### config.mk
export PLATFORM = sky130hd
export DESIGN_NAME = hwp_write_port
export DESIGN_NICKNAME = d
export VERILOG_FILES = /design/src/hw/hwp_pkg.sv /design/src/hw/hwp_sync.sv /design/src/hw/hwp_write_port.sv
export SDC_FILE = /design/constraint.sdc
export NUM_CORES = 1
export LEC_CHECK = 0
export ABC_AREA = 1
export CAP_MARGIN = 20
export CORE_AREA = 2 2 116 118
export CTS_BUF_LIST = sky130_fd_sc_hd__clkbuf_16
export DETAILED_ROUTE_END_ITERATION = 6
export DIE_AREA = 0 0 118 120
export DONT_BUFFER_PORTS = 1
export PLACE_DENSITY_LB_ADDON = 0.15
export SYNTH_ARGS = -nofsm -noshare
export SYNTH_HDL_FRONTEND = slang
export SYNTH_SLANG_ARGS = --single-unit
### constraint.sdc
create_clock -name i_clk_sys -period 16.4 [get_ports i_clk_sys]
set_input_delay 0.82 -clock i_clk_sys [delete_from_list [all_inputs] [get_ports i_clk_sys]]
set_output_delay 0.82 -clock i_clk_sys [all_outputs]
set_load 0.03 [all_outputs]
### src/hw/hwp_pkg.sv
package hwp_pkg;
   // Host bus widths
   localparam int HWP_DATA_W  = 32;
   localparam int HWP_ADDR_W  = 7;   // A[7:1]
   localparam int HWP_HALF_W  = 16;
   // Field positions inside the A[7:1] vector (bit 0 is A1)
   localparam int HWP_WSEL_LO = 0;   // A[2:1]
   localparam int HWP_WSEL_HI = 1;
   localparam int HWP_REG_LO  = 2;   // A[7:3]
   localparam int HWP_REG_HI  = 6;
   localparam int HWP_WSEL_W  = HWP_WSEL_HI - HWP_WSEL_LO + 1;
   localparam int HWP_REG_W   = HWP_REG_HI - HWP_REG_LO + 1;
   // Pin timing, ns
   localparam int HWP_CLK_NS  = 20;
   localparam int HWP_TCSL_NS = 32;
   localparam int HWP_TCSH_NS = 13;
   // Least times round up
   localparam int HWP_TCSL_CYC = (HWP_TCSL_NS + HWP_CLK_NS - 1) / HWP_CLK_NS;
   localparam int HWP_TCSH_CYC = (HWP_TCSH_NS + HWP_CLK_NS - 1) / HWP_CLK_NS;
   // Synchroniser depth and reset values
   localparam int HWP_SYNC_N      = 3;
   localparam logic HWP_PIN_IDLE  = 1'b1;

   typedef struct packed {
      logic [HWP_ADDR_W-1:0] addr;
      logic                  fifo_sel;
      logic [HWP_DATA_W-1:0] data;
   } hwp_bus_s;

   typedef struct packed {
      logic                  fifo;
      logic [HWP_REG_W-1:0]  reg_idx;
      logic [HWP_WSEL_W-1:0] word_sel;
      logic [HWP_DATA_W-1:0] data;
   } hwp_wr_s;

   typedef enum logic [2:0] {
      HWP_IDLE  = 3'b001,
      HWP_ACT   = 3'b010,
      HWP_RECOV = 3'b100
   } hwp_state_e;
endpackage

### src/hw/hwp_sync.sv
`timescale 1ns/1ns
`default_nettype none
// Three-stage synchroniser; the output moves once stages two and three agree.
module hwp_sync
   import hwp_pkg::*;
#(
   parameter int   WIDTH = 1,
   parameter logic INIT  = 1'b0
) (
   input  wire logic             i_clk_sys,
   input  wire logic             i_rst,
   input  wire logic [WIDTH-1:0] i_async,
   output logic      [WIDTH-1:0] o_sync
);
   logic [WIDTH-1:0] s1, s2, s3, next_out;

   always_comb begin
      for (int i = 0; i < WIDTH; i++) begin
         next_out[i] = (s2[i] == s3[i]) ? s3[i] : o_sync[i];
      end
   end

   always_ff @(posedge i_clk_sys or posedge i_rst) begin
      if (i_rst) begin
         s1     <= {WIDTH{INIT}};
         s2     <= {WIDTH{INIT}};
         s3     <= {WIDTH{INIT}};
         o_sync <= {WIDTH{INIT}};
      end else begin
         s1     <= i_async;
         s2     <= s1;
         s3     <= s2;
         o_sync <= next_out;
      end
   end
endmodule
`default_nettype wire

### src/hw/hwp_write_port.sv
`timescale 1ns/1ns
`default_nettype none
// Notes on behaviour
// - A write is live only while chip select and write strobe are both low, ends when either rises, either order.
// - With FIFO-direct selected, upper address bits are not decoded and every write goes to the transmit FIFO.
// - FIFO-direct applies per access, exactly when its select is high during that write.
// - In 16-bit bus mode data bits 31 to 16 are ignored, with unchanged cycle timing.
// - FIFO-direct writes still pass A[2:1] in both bus widths and ignore A[7:3].
// - One write cycle type serves all writes in both bus widths.
module hwp_write_port
   import hwp_pkg::*;
(
   input  wire logic                  i_clk_sys,
   input  wire logic                  i_rst,
   input  wire logic                  i_chip_select_n,
   input  wire logic                  i_write_strobe_n,
   input  wire logic                  i_fifo_sel,
   input  wire logic [HWP_ADDR_W-1:0] i_addr,
   input  wire logic [HWP_DATA_W-1:0] i_data,
   input  wire logic                  i_bus16,
   output logic                       o_reg_wr,
   output logic                       o_fifo_wr,
   output hwp_wr_s                    o_wr,
   output logic                       o_short_err
);
   logic       cs_n, wr_n;
   hwp_bus_s   bus_pin, bus_q, bus_hold, next_hold;
   hwp_state_e state, next_state;
   logic [3:0] cnt, next_cnt;
   logic       live;
   logic       commit;
   logic       bus16;
   logic       next_reg_wr, next_fifo_wr, next_short;
   hwp_wr_s    next_wr;

   hwp_sync #(.WIDTH(1), .INIT(HWP_PIN_IDLE)) u_cs (
      .i_clk_sys (i_clk_sys),
      .i_rst     (i_rst),
      .i_async   (i_chip_select_n),
      .o_sync    (cs_n)
   );
   hwp_sync #(.WIDTH(1), .INIT(HWP_PIN_IDLE)) u_wr (
      .i_clk_sys (i_clk_sys),
      .i_rst     (i_rst),
      .i_async   (i_write_strobe_n),
      .o_sync    (wr_n)
   );

   // Bus width strap is a pin as well; sampled like the strobes
   hwp_sync #(.WIDTH(1), .INIT(1'b0)) u_bus16 (
      .i_clk_sys (i_clk_sys),
      .i_rst     (i_rst),
      .i_async   (i_bus16),
      .o_sync    (bus16)
   );

   // Bus lines lag the strobes by the same three stages, so the sample
   // taken at the strobe edge is still within the data window.
   assign bus_pin = '{addr: i_addr, fifo_sel: i_fifo_sel, data: i_data};
   hwp_sync #(.WIDTH($bits(hwp_bus_s)), .INIT(1'b0)) u_bus (
      .i_clk_sys (i_clk_sys),
      .i_rst     (i_rst),
      .i_async   (bus_pin),
      .o_sync    (bus_q)
   );

   assign live   = !cs_n && !wr_n;
   assign commit = (state == HWP_ACT) && !live;

   // Control group: framing, active-time count and the bus sample
   always_comb begin
      next_state = state;
      next_cnt   = cnt;
      next_hold  = bus_hold;
      unique case (state)
         HWP_IDLE: begin
            next_cnt = 4'h0;
            if (live) begin
               // Sample on entry too, or a one-clock cycle commits stale data
               next_hold  = bus_q;
               next_state = HWP_ACT;
            end
         end
         HWP_ACT: begin
            if (cnt != 4'hf) begin
               next_cnt = cnt + 4'h1;
            end
            if (live) begin
               next_hold = bus_q;
            end else begin
               next_state = HWP_RECOV;
               next_cnt   = 4'h0;
            end
         end
         HWP_RECOV: begin
            // Idle time guard so a glitch cannot start a second write
            if (cnt != 4'hf) begin
               next_cnt = cnt + 4'h1;
            end
            if (cnt >= 4'(HWP_TCSH_CYC - 1) && !live) begin
               next_state = HWP_IDLE;
            end
         end
         default: next_state = HWP_IDLE;
      endcase
   end

   always_ff @(posedge i_clk_sys or posedge i_rst) begin
      if (i_rst) begin
         state    <= HWP_IDLE;
         cnt      <= 4'h0;
         bus_hold <= '0;
      end else begin
         state    <= next_state;
         cnt      <= next_cnt;
         bus_hold <= next_hold;
      end
   end

   // Commit group: one pulse per ended cycle, from the last live sample
   always_comb begin
      next_reg_wr  = 1'b0;
      next_fifo_wr = 1'b0;
      next_short   = 1'b0;
      next_wr      = o_wr;
      if (commit) begin
         // The clock spent leaving idle is not counted, hence the minus one
         next_short       = (cnt < 4'(HWP_TCSL_CYC - 1));
         next_fifo_wr     = bus_hold.fifo_sel;
         next_reg_wr      = !bus_hold.fifo_sel;
         next_wr.fifo     = bus_hold.fifo_sel;
         next_wr.word_sel = bus_hold.addr[HWP_WSEL_HI:HWP_WSEL_LO];
         next_wr.reg_idx  = bus_hold.fifo_sel ? '0 :
                            bus_hold.addr[HWP_REG_HI:HWP_REG_LO];
         next_wr.data     = bus16 ?
            {{HWP_HALF_W{1'b0}}, bus_hold.data[HWP_HALF_W-1:0]} : bus_hold.data;
      end
   end

   always_ff @(posedge i_clk_sys or posedge i_rst) begin
      if (i_rst) begin
         o_reg_wr    <= 1'b0;
         o_fifo_wr   <= 1'b0;
         o_short_err <= 1'b0;
         o_wr        <= '0;
      end else begin
         o_reg_wr    <= next_reg_wr;
         o_fifo_wr   <= next_fifo_wr;
         o_short_err <= next_short;
         o_wr        <= next_wr;
      end
   end

   a_one_commit: assert property (@(posedge i_clk_sys) disable iff (i_rst)
      !(o_reg_wr && o_fifo_wr))
      else $error("register and fifo write together");

   a_no_double: assert property (@(posedge i_clk_sys) disable iff (i_rst)
      (o_reg_wr || o_fifo_wr) |=> !(o_reg_wr || o_fifo_wr))
      else $error("two commits in a row");

   a_end_commit: assert property (@(posedge i_clk_sys) disable iff (i_rst)
      (state == HWP_ACT && !live) |=> (o_reg_wr || o_fifo_wr))
      else $error("cycle end without commit");

   a_fifo_route: assert property (@(posedge i_clk_sys) disable iff (i_rst)
      o_fifo_wr |-> (o_wr.fifo && o_wr.reg_idx == '0))
      else $error("fifo write decoded address");

   a_sel_follows: assert property (@(posedge i_clk_sys) disable iff (i_rst)
      (state == HWP_ACT && !live) |=> (o_fifo_wr == $past(bus_hold.fifo_sel)))
      else $error("fifo select not honoured");

   a_half_mask: assert property (@(posedge i_clk_sys) disable iff (i_rst)
      (state == HWP_ACT && !live && bus16) |=> (o_wr.data[HWP_DATA_W-1:HWP_HALF_W] == '0))
      else $error("upper half not ignored");

   a_word_sel: assert property (@(posedge i_clk_sys) disable iff (i_rst)
      (state == HWP_ACT && !live) |=> (o_wr.word_sel == $past(bus_hold.addr[HWP_WSEL_HI:HWP_WSEL_LO])))
      else $error("word select lost");

   a_recov_hold: assert property (@(posedge i_clk_sys) disable iff (i_rst)
      (o_reg_wr || o_fifo_wr) |-> state == HWP_RECOV ##1 state != HWP_ACT)
      else $error("recovery skipped");

   a_idle_quiet: assert property (@(posedge i_clk_sys) disable iff (i_rst)
      (state == HWP_IDLE && $past(state) == HWP_IDLE) |-> !(o_reg_wr || o_fifo_wr))
      else $error("commit without cycle");

   a_hold_track: assert property (@(posedge i_clk_sys) disable iff (i_rst)
      (state == HWP_ACT && live) |=> (bus_hold == $past(bus_q)))
      else $error("live sample not taken");

   a_entry_sample: assert property (@(posedge i_clk_sys) disable iff (i_rst)
      (state == HWP_IDLE && live) |=> (state == HWP_ACT && bus_hold == $past(bus_q)))
      else $error("first live sample lost");

   a_reg_decode: assert property (@(posedge i_clk_sys) disable iff (i_rst)
      (commit && !bus_hold.fifo_sel) |=> (o_reg_wr && o_wr.reg_idx == $past(bus_hold.addr[HWP_REG_HI:HWP_REG_LO])))
      else $error("register write not decoded");

   a_fifo_steer: assert property (@(posedge i_clk_sys) disable iff (i_rst)
      (commit && bus_hold.fifo_sel) |=> (o_fifo_wr && !o_reg_wr))
      else $error("fifo write not steered");

   a_full_data: assert property (@(posedge i_clk_sys) disable iff (i_rst)
      (commit && !bus16) |=> (o_wr.data == $past(bus_hold.data)))
      else $error("full width data lost");

   a_low_half: assert property (@(posedge i_clk_sys) disable iff (i_rst)
      (commit && bus16) |=> (o_wr.data[HWP_HALF_W-1:0] == $past(bus_hold.data[HWP_HALF_W-1:0])))
      else $error("lower half lost");

   a_wr_stands: assert property (@(posedge i_clk_sys) disable iff (i_rst)
      !commit |=> $stable(o_wr))
      else $error("write payload moved without commit");

   a_short_flag: assert property (@(posedge i_clk_sys) disable iff (i_rst)
      o_short_err |-> (o_reg_wr || o_fifo_wr))
      else $error("short flag without commit");
endmodule
`default_nettype wire

Word level (Yosys, flattened, before mapping) --
Index checks and enable logic that the tools add are counted.
Cells by class: add/subtract/negate cells 1, $mul 0, div/mod/pow operators 0, order comparisons 2, eq/ne operators 50, shift-type cells 0, mux-type cells 12, bitwise gates (word level) 0, reductions and logical operators 11
Operators by type and width (count):
- $eq 1x1->1 | 43
- $mux 32 | 1
- $pmux 4 s3 | 1
- $mux 3 | 3
- $pmux 3 s3 | 1
- $mux 4 | 2
- $ne 2x2->1 const B | 3
- $mux 5 | 1
- $add 4x1->4 const B | 1
- $ge 4x1->1 const B | 1
- $logic_not 1->1 | 4
- $lt 4x1->1 const B | 1
- $ne 4x4->1 const B | 1
- $eq 3x1->1 const B | 1
- $eq 3x2->1 const B | 1
- $eq 3x3->1 const B | 1
- $logic_and 1x1->1 | 3
- $mux 1 | 3
- $reduce_and 3->1 | 1
- $reduce_bool 3->1 | 1
- $reduce_and 2->1 | 1
- $reduce_or 2->1 | 1
Word-level totals: bits in registers 262, latch bits 0, memory bits (writable) 0, bits in read-only memories 0, bits of input ports 45, output and inout bits 43, memories kept 0

Depth between registers and ports, before layout --
depth after elaboration 6, mapped depth 8

Cells and area by module --
A second synthesis with hierarchy kept.
Second synthesis, totals: cells, all modules 758, area total of the unflattened synthesis 8680.8 µm²
By module, submodules not included:
- hwp_sync at u_bus | times used 1, cells an instance 321, area an instance 4658.2 µm², sequential area each 4003.8 µm²
- hwp_write_port | times used 1, cells an instance 410, area an instance 3652.3 µm², sequential area each 2253.4 µm²
- hwp_sync at u_cs ... | times used 2, cells an instance 9, area an instance 125.1 µm², sequential area each 105.1 µm²
- hwp_sync at u_bus16 | times used 1, cells an instance 9, area an instance 120.1 µm², sequential area each 100.1 µm²

Worst setup path before layout --
No wires, ideal clock.
path kind reg2out, start register o_wr[39] (netlist name), end output port o_wr[39] (netlist name), data arrival time 482 ps, data required time 15580 ps, setup slack 15098 ps, stages on the path, launching flop included 1, cell sequence dfrtp_1
RTL lines:
- from (decl) | RTL line hwp_write_port.sv:23 | output hwp_wr_s o_wr,
- from (signal assigned) | RTL line hwp_write_port.sv:150 | o_wr <= next_wr;
No word-level cell between the ends.

Final worst setup path --
start register state[0], end register bus_hold[16] (netlist name)
On the way: longest elaborated chain between the ends 3, elaborated cells on any way between the ends 4
Ends and longest elaborated chain:
- from (decl) | RTL line hwp_write_port.sv:28 | hwp_state_e state, next_state;
- from (signal assigned) | RTL line hwp_write_port.sv:114 | state <= next_state;
- $eq 3x2->1 / $eq 3x1->1 (equally long branches) | RTL line hwp_write_port.sv:75 | unique case (state)
- $reduce_or 2->1 (no source line) (*)
- $reduce_and 2->1 (no source line) (*)
- to (signal assigned) | RTL line hwp_write_port.sv:116 | bus_hold <= next_hold;
- to (decl) | RTL line hwp_write_port.sv:27 | hwp_bus_s bus_pin, bus_q, bus_hold, next_hold;
Every way passes the cells marked *; elsewhere a longest branch is shown, timed or not. A chain may end at the register's enable or synchronous reset.

==> metrics.md <==
| Metric | Value |
|---|---|
| Status | `completed` |
| CP dominant cell by count | `nand2_1` |
| Netlist Area Pre-Place | `roughly 0.0084 mm²` |
| CTS max path bufs | `3` |
| CTS tree | `yes` |
| Area contributors post-synth | `dfrtp_1 76%, nand2_1 11%, maj3_1 5.2%` |
| Initial antenna violation count | `2` |
| Commonest cells after routing, fill and taps aside | `253 x dfrtp_1, 238 x nand2_1, 43 x maj3_1, 25 x clkbuf_16, 19 x o21ai_0` |
| Routability cong. | `0.813` |
| Critical path's slowest cell | `inv_4` |
| Die H | `120 µm` |
| Largest net degree at the start of global routing | `roughly 120` |
| I/O pin total | `~90` |
| Layout Cells excl Fill | `approximately 830` |
| Vias per cell | `about 5.2` |
| Sequential element share of the synthesized area | `78.6%` |
| Gr ovfl total | `0` |
| Final setup vio count | `0` |
| Final min period | `2.29 ns` |
| Ys Warns | `0` |
| Critical-path maximum fanout | `42` |
| Crit start category | `flip-flop` |
| Placed insts | `786` |
| GRT Resource Usage Total | `20.5%` |
| Detailed router's first-iteration violation count | `302` |
| CP bufs+invs | `1` |
| Setup total negative slack | `0 ns` |
| Largest area contributor in the netlist | `dfrtp_1` |
| CTS Buf Count | `25` |
| Final layout net count | `685` |
| Detail Route Antenna Nets | `0` |
| Clk_lat worst skew | `~0.50 ns` |
| Clock slew seen by the registers of the worst setup and hold paths | `0.06 ns` |
| Core ar. | `0.0130 mm²` |
| Post-layout util | `roughly 71%` |
| Synth unique cells | `20` |
| Worst Path Required | `roughly 17 ns` |
| Post-route DRC violation count | `0` |
| CP Class | `reg2reg` |
| Pwr dens | `171 mW/mm²` |
| Tightest Pin Transition | `0.873 ns` |
| Max VDD drop | `0.0970 mV` |
| Instance count of the mapped netlist | `624` |
| Die area | `0.0142 mm²` |
| Vias in the first global route | `4563` |
| Max Cap Viol | `0` |
| EDFF count, synth | `0` |
| Detailed Place HPWL | `roughly 8 mm` |
| Area Overhead vs Synth | `10.8%` |
| Root buffer selected by CTS | `clkbuf_16` |
| Share of layout cells above drive strength 1 | `8.84%` |
| Buffers added on ports | `0` |
| Via count | `about 4.3k` |
| Synth top area share | `75.8%` |
| Crit end category | `flip-flop` |
| Async S/R FF share, synth | `between 90% and 100%` |
| Final count of hold timing violations | `0` |
| #FFs+latches synth | `roughly 260` |
| Setup Fix Bufs, Post-CTS | `0` |
| Most used DFF post-synth | `dfrtp_1` |
| Die Wd | `118 µm` |
| Arr. time, crit path | `2.72 ns` |
| Fill count | `902` |
| Commonest non-fill, non-tap cell in the layout | `dfrtp_1` |
| DR pass1 iterations | `5` |
| Drt wl/cell | `15.8 µm` |
| Syn Nets | `671` |
| Clock sinks | `~260` |
| CP Cell Sequence | `nand3_1 > nand2_1 > nand2_2 > inv_4 > nand2_1 > nand2_1` |
| RSZ-0062 raised after global routing | `false` |
| Hold WC Path Type | `in2async` |
| Max Freq | `437 MHz` |
| Starting Density | `64.4%` |
| Final worst path period share | `13.9%` |
| Largest delay share family, worst path | `simple AND/OR/NAND/NOR gates` |
| Worst slew margin | `41.6%` |
| Pins Over Slew Limit | `0` |
| Skew final | `0.00790 ns` |
| Post-CTS Hold Buffers | `0` |
| Crit-path max cell delay | `0.62 ns` |
| Num rows | `between 40 and 50` |
| Syn avg cell area | `13.4 µm²` |
| Detailed Route WL | `13.2 mm` |
| # resized after CTS | `0` |
| Leak pwr | `4.45 nW` |
| First-pass GRT wire length | `23.0 mm` |
| H-tree Lvls | `1` |
| Total power draw | `1.58 mW` |
-- flip-flops by register name, summed over array words and instances (netlist names), 3 cells and up --
signal and flops:
u_bus.s2 40, bus_hold 40, state 3, u_bus.o_sync 40, u_bus.s1 40, o_wr 40, u_bus.s3 40, cnt 4
-- routing by layer --
metal	up-vias	global-route usage, %	wire length, µm
met5	-	0	0
met1	2171	27.7	5560
met4	0	6.70	335
met2	107	33.6	6590
li1	1997	-	-
met3	30	4.80	729
-- cells by family after synthesis --
logic type / after synthesis / synth area share, %
buf+inv: 31 / 2.26
simple gates: 267 / 12.5
fa+ha+maj: 45 / 5.45
compound gates: 19 / 1.14
flops: 262 / 78.6
-- metrics by stage --
stage                     setup WS, ns  hold slack, ns  instance area, µm²
after floorplan                   8.38           0.331                8350
after global placement           14.16           0.332                8470
after detailed placement         14.10           0.336                8470
after CTS                        14.10           0.303                9230
after global routing             13.94           0.289                9260
final                            14.11           0.318                9260
-- synthesized netlist by cell type (2+ instances only) --
cell / number
inv_1: 10
maj3_1: 43
buf_6: 6
clkbuf_1: 2
nand2_1: 238
nor2_1: 11
ha_1: 2
inv_2: 4
dfstp_2: 9
dfrtp_1: 253
buf_2: 2
nand3_1: 8
buf_4: 6
o21ai_0: 19
nor2_2: 2
nand2_2: 2
nand4_1: 4
-- path summary, 6_finish.rpt --
kind / from / endpoint / slack [ns] / depth (start not counted)
max: state[0] / bus_hold[16] / 14.11 / 6
min in group i_clk_sys: i_write_strobe_n / u_wr.s1 / 0.32 / 0
max in group asynchronous: i_rst / u_bus.o_sync[34] / 14.69 / 2
max reg2reg: state[0] / bus_hold[16] / 14.11 / 6
min: i_rst / u_bus.s1[24] / 0.32 / 1
min reg2reg: u_bus.s1[14] / u_bus.s2[14] / 0.35 / 0
-- final cells by class --
cell class                 count  area [µm²]  share of cell area [%]
sequential                   262        6570                    71.0
multi-input combinational    331        1600                    17.3
clock buffer                  25         626                    6.76
tap                          176         220                    2.38
clock inverter                20         139                    1.50
inverter                      15        66.3                   0.717
timing repair buffer           3        35.0                   0.379
antenna                        2        5.00                  0.0541
-- report_power, final --
group	switching, mW	internal [mW]
combinational	0.0811	0.0497
sequential	0.163	0.761
clock	0.222	0.307
-- worst register-to-register path: stages, from the launching register on --
cell,delay (ns)
dfstp_2,0.54
nand3_1,0.15
nand2_1,0.14
nand2_2,0.51
inv_4,0.64
nand2_1,0.15
nand2_1,0.10
Note: power is estimated with default switching activity, not from simulation.
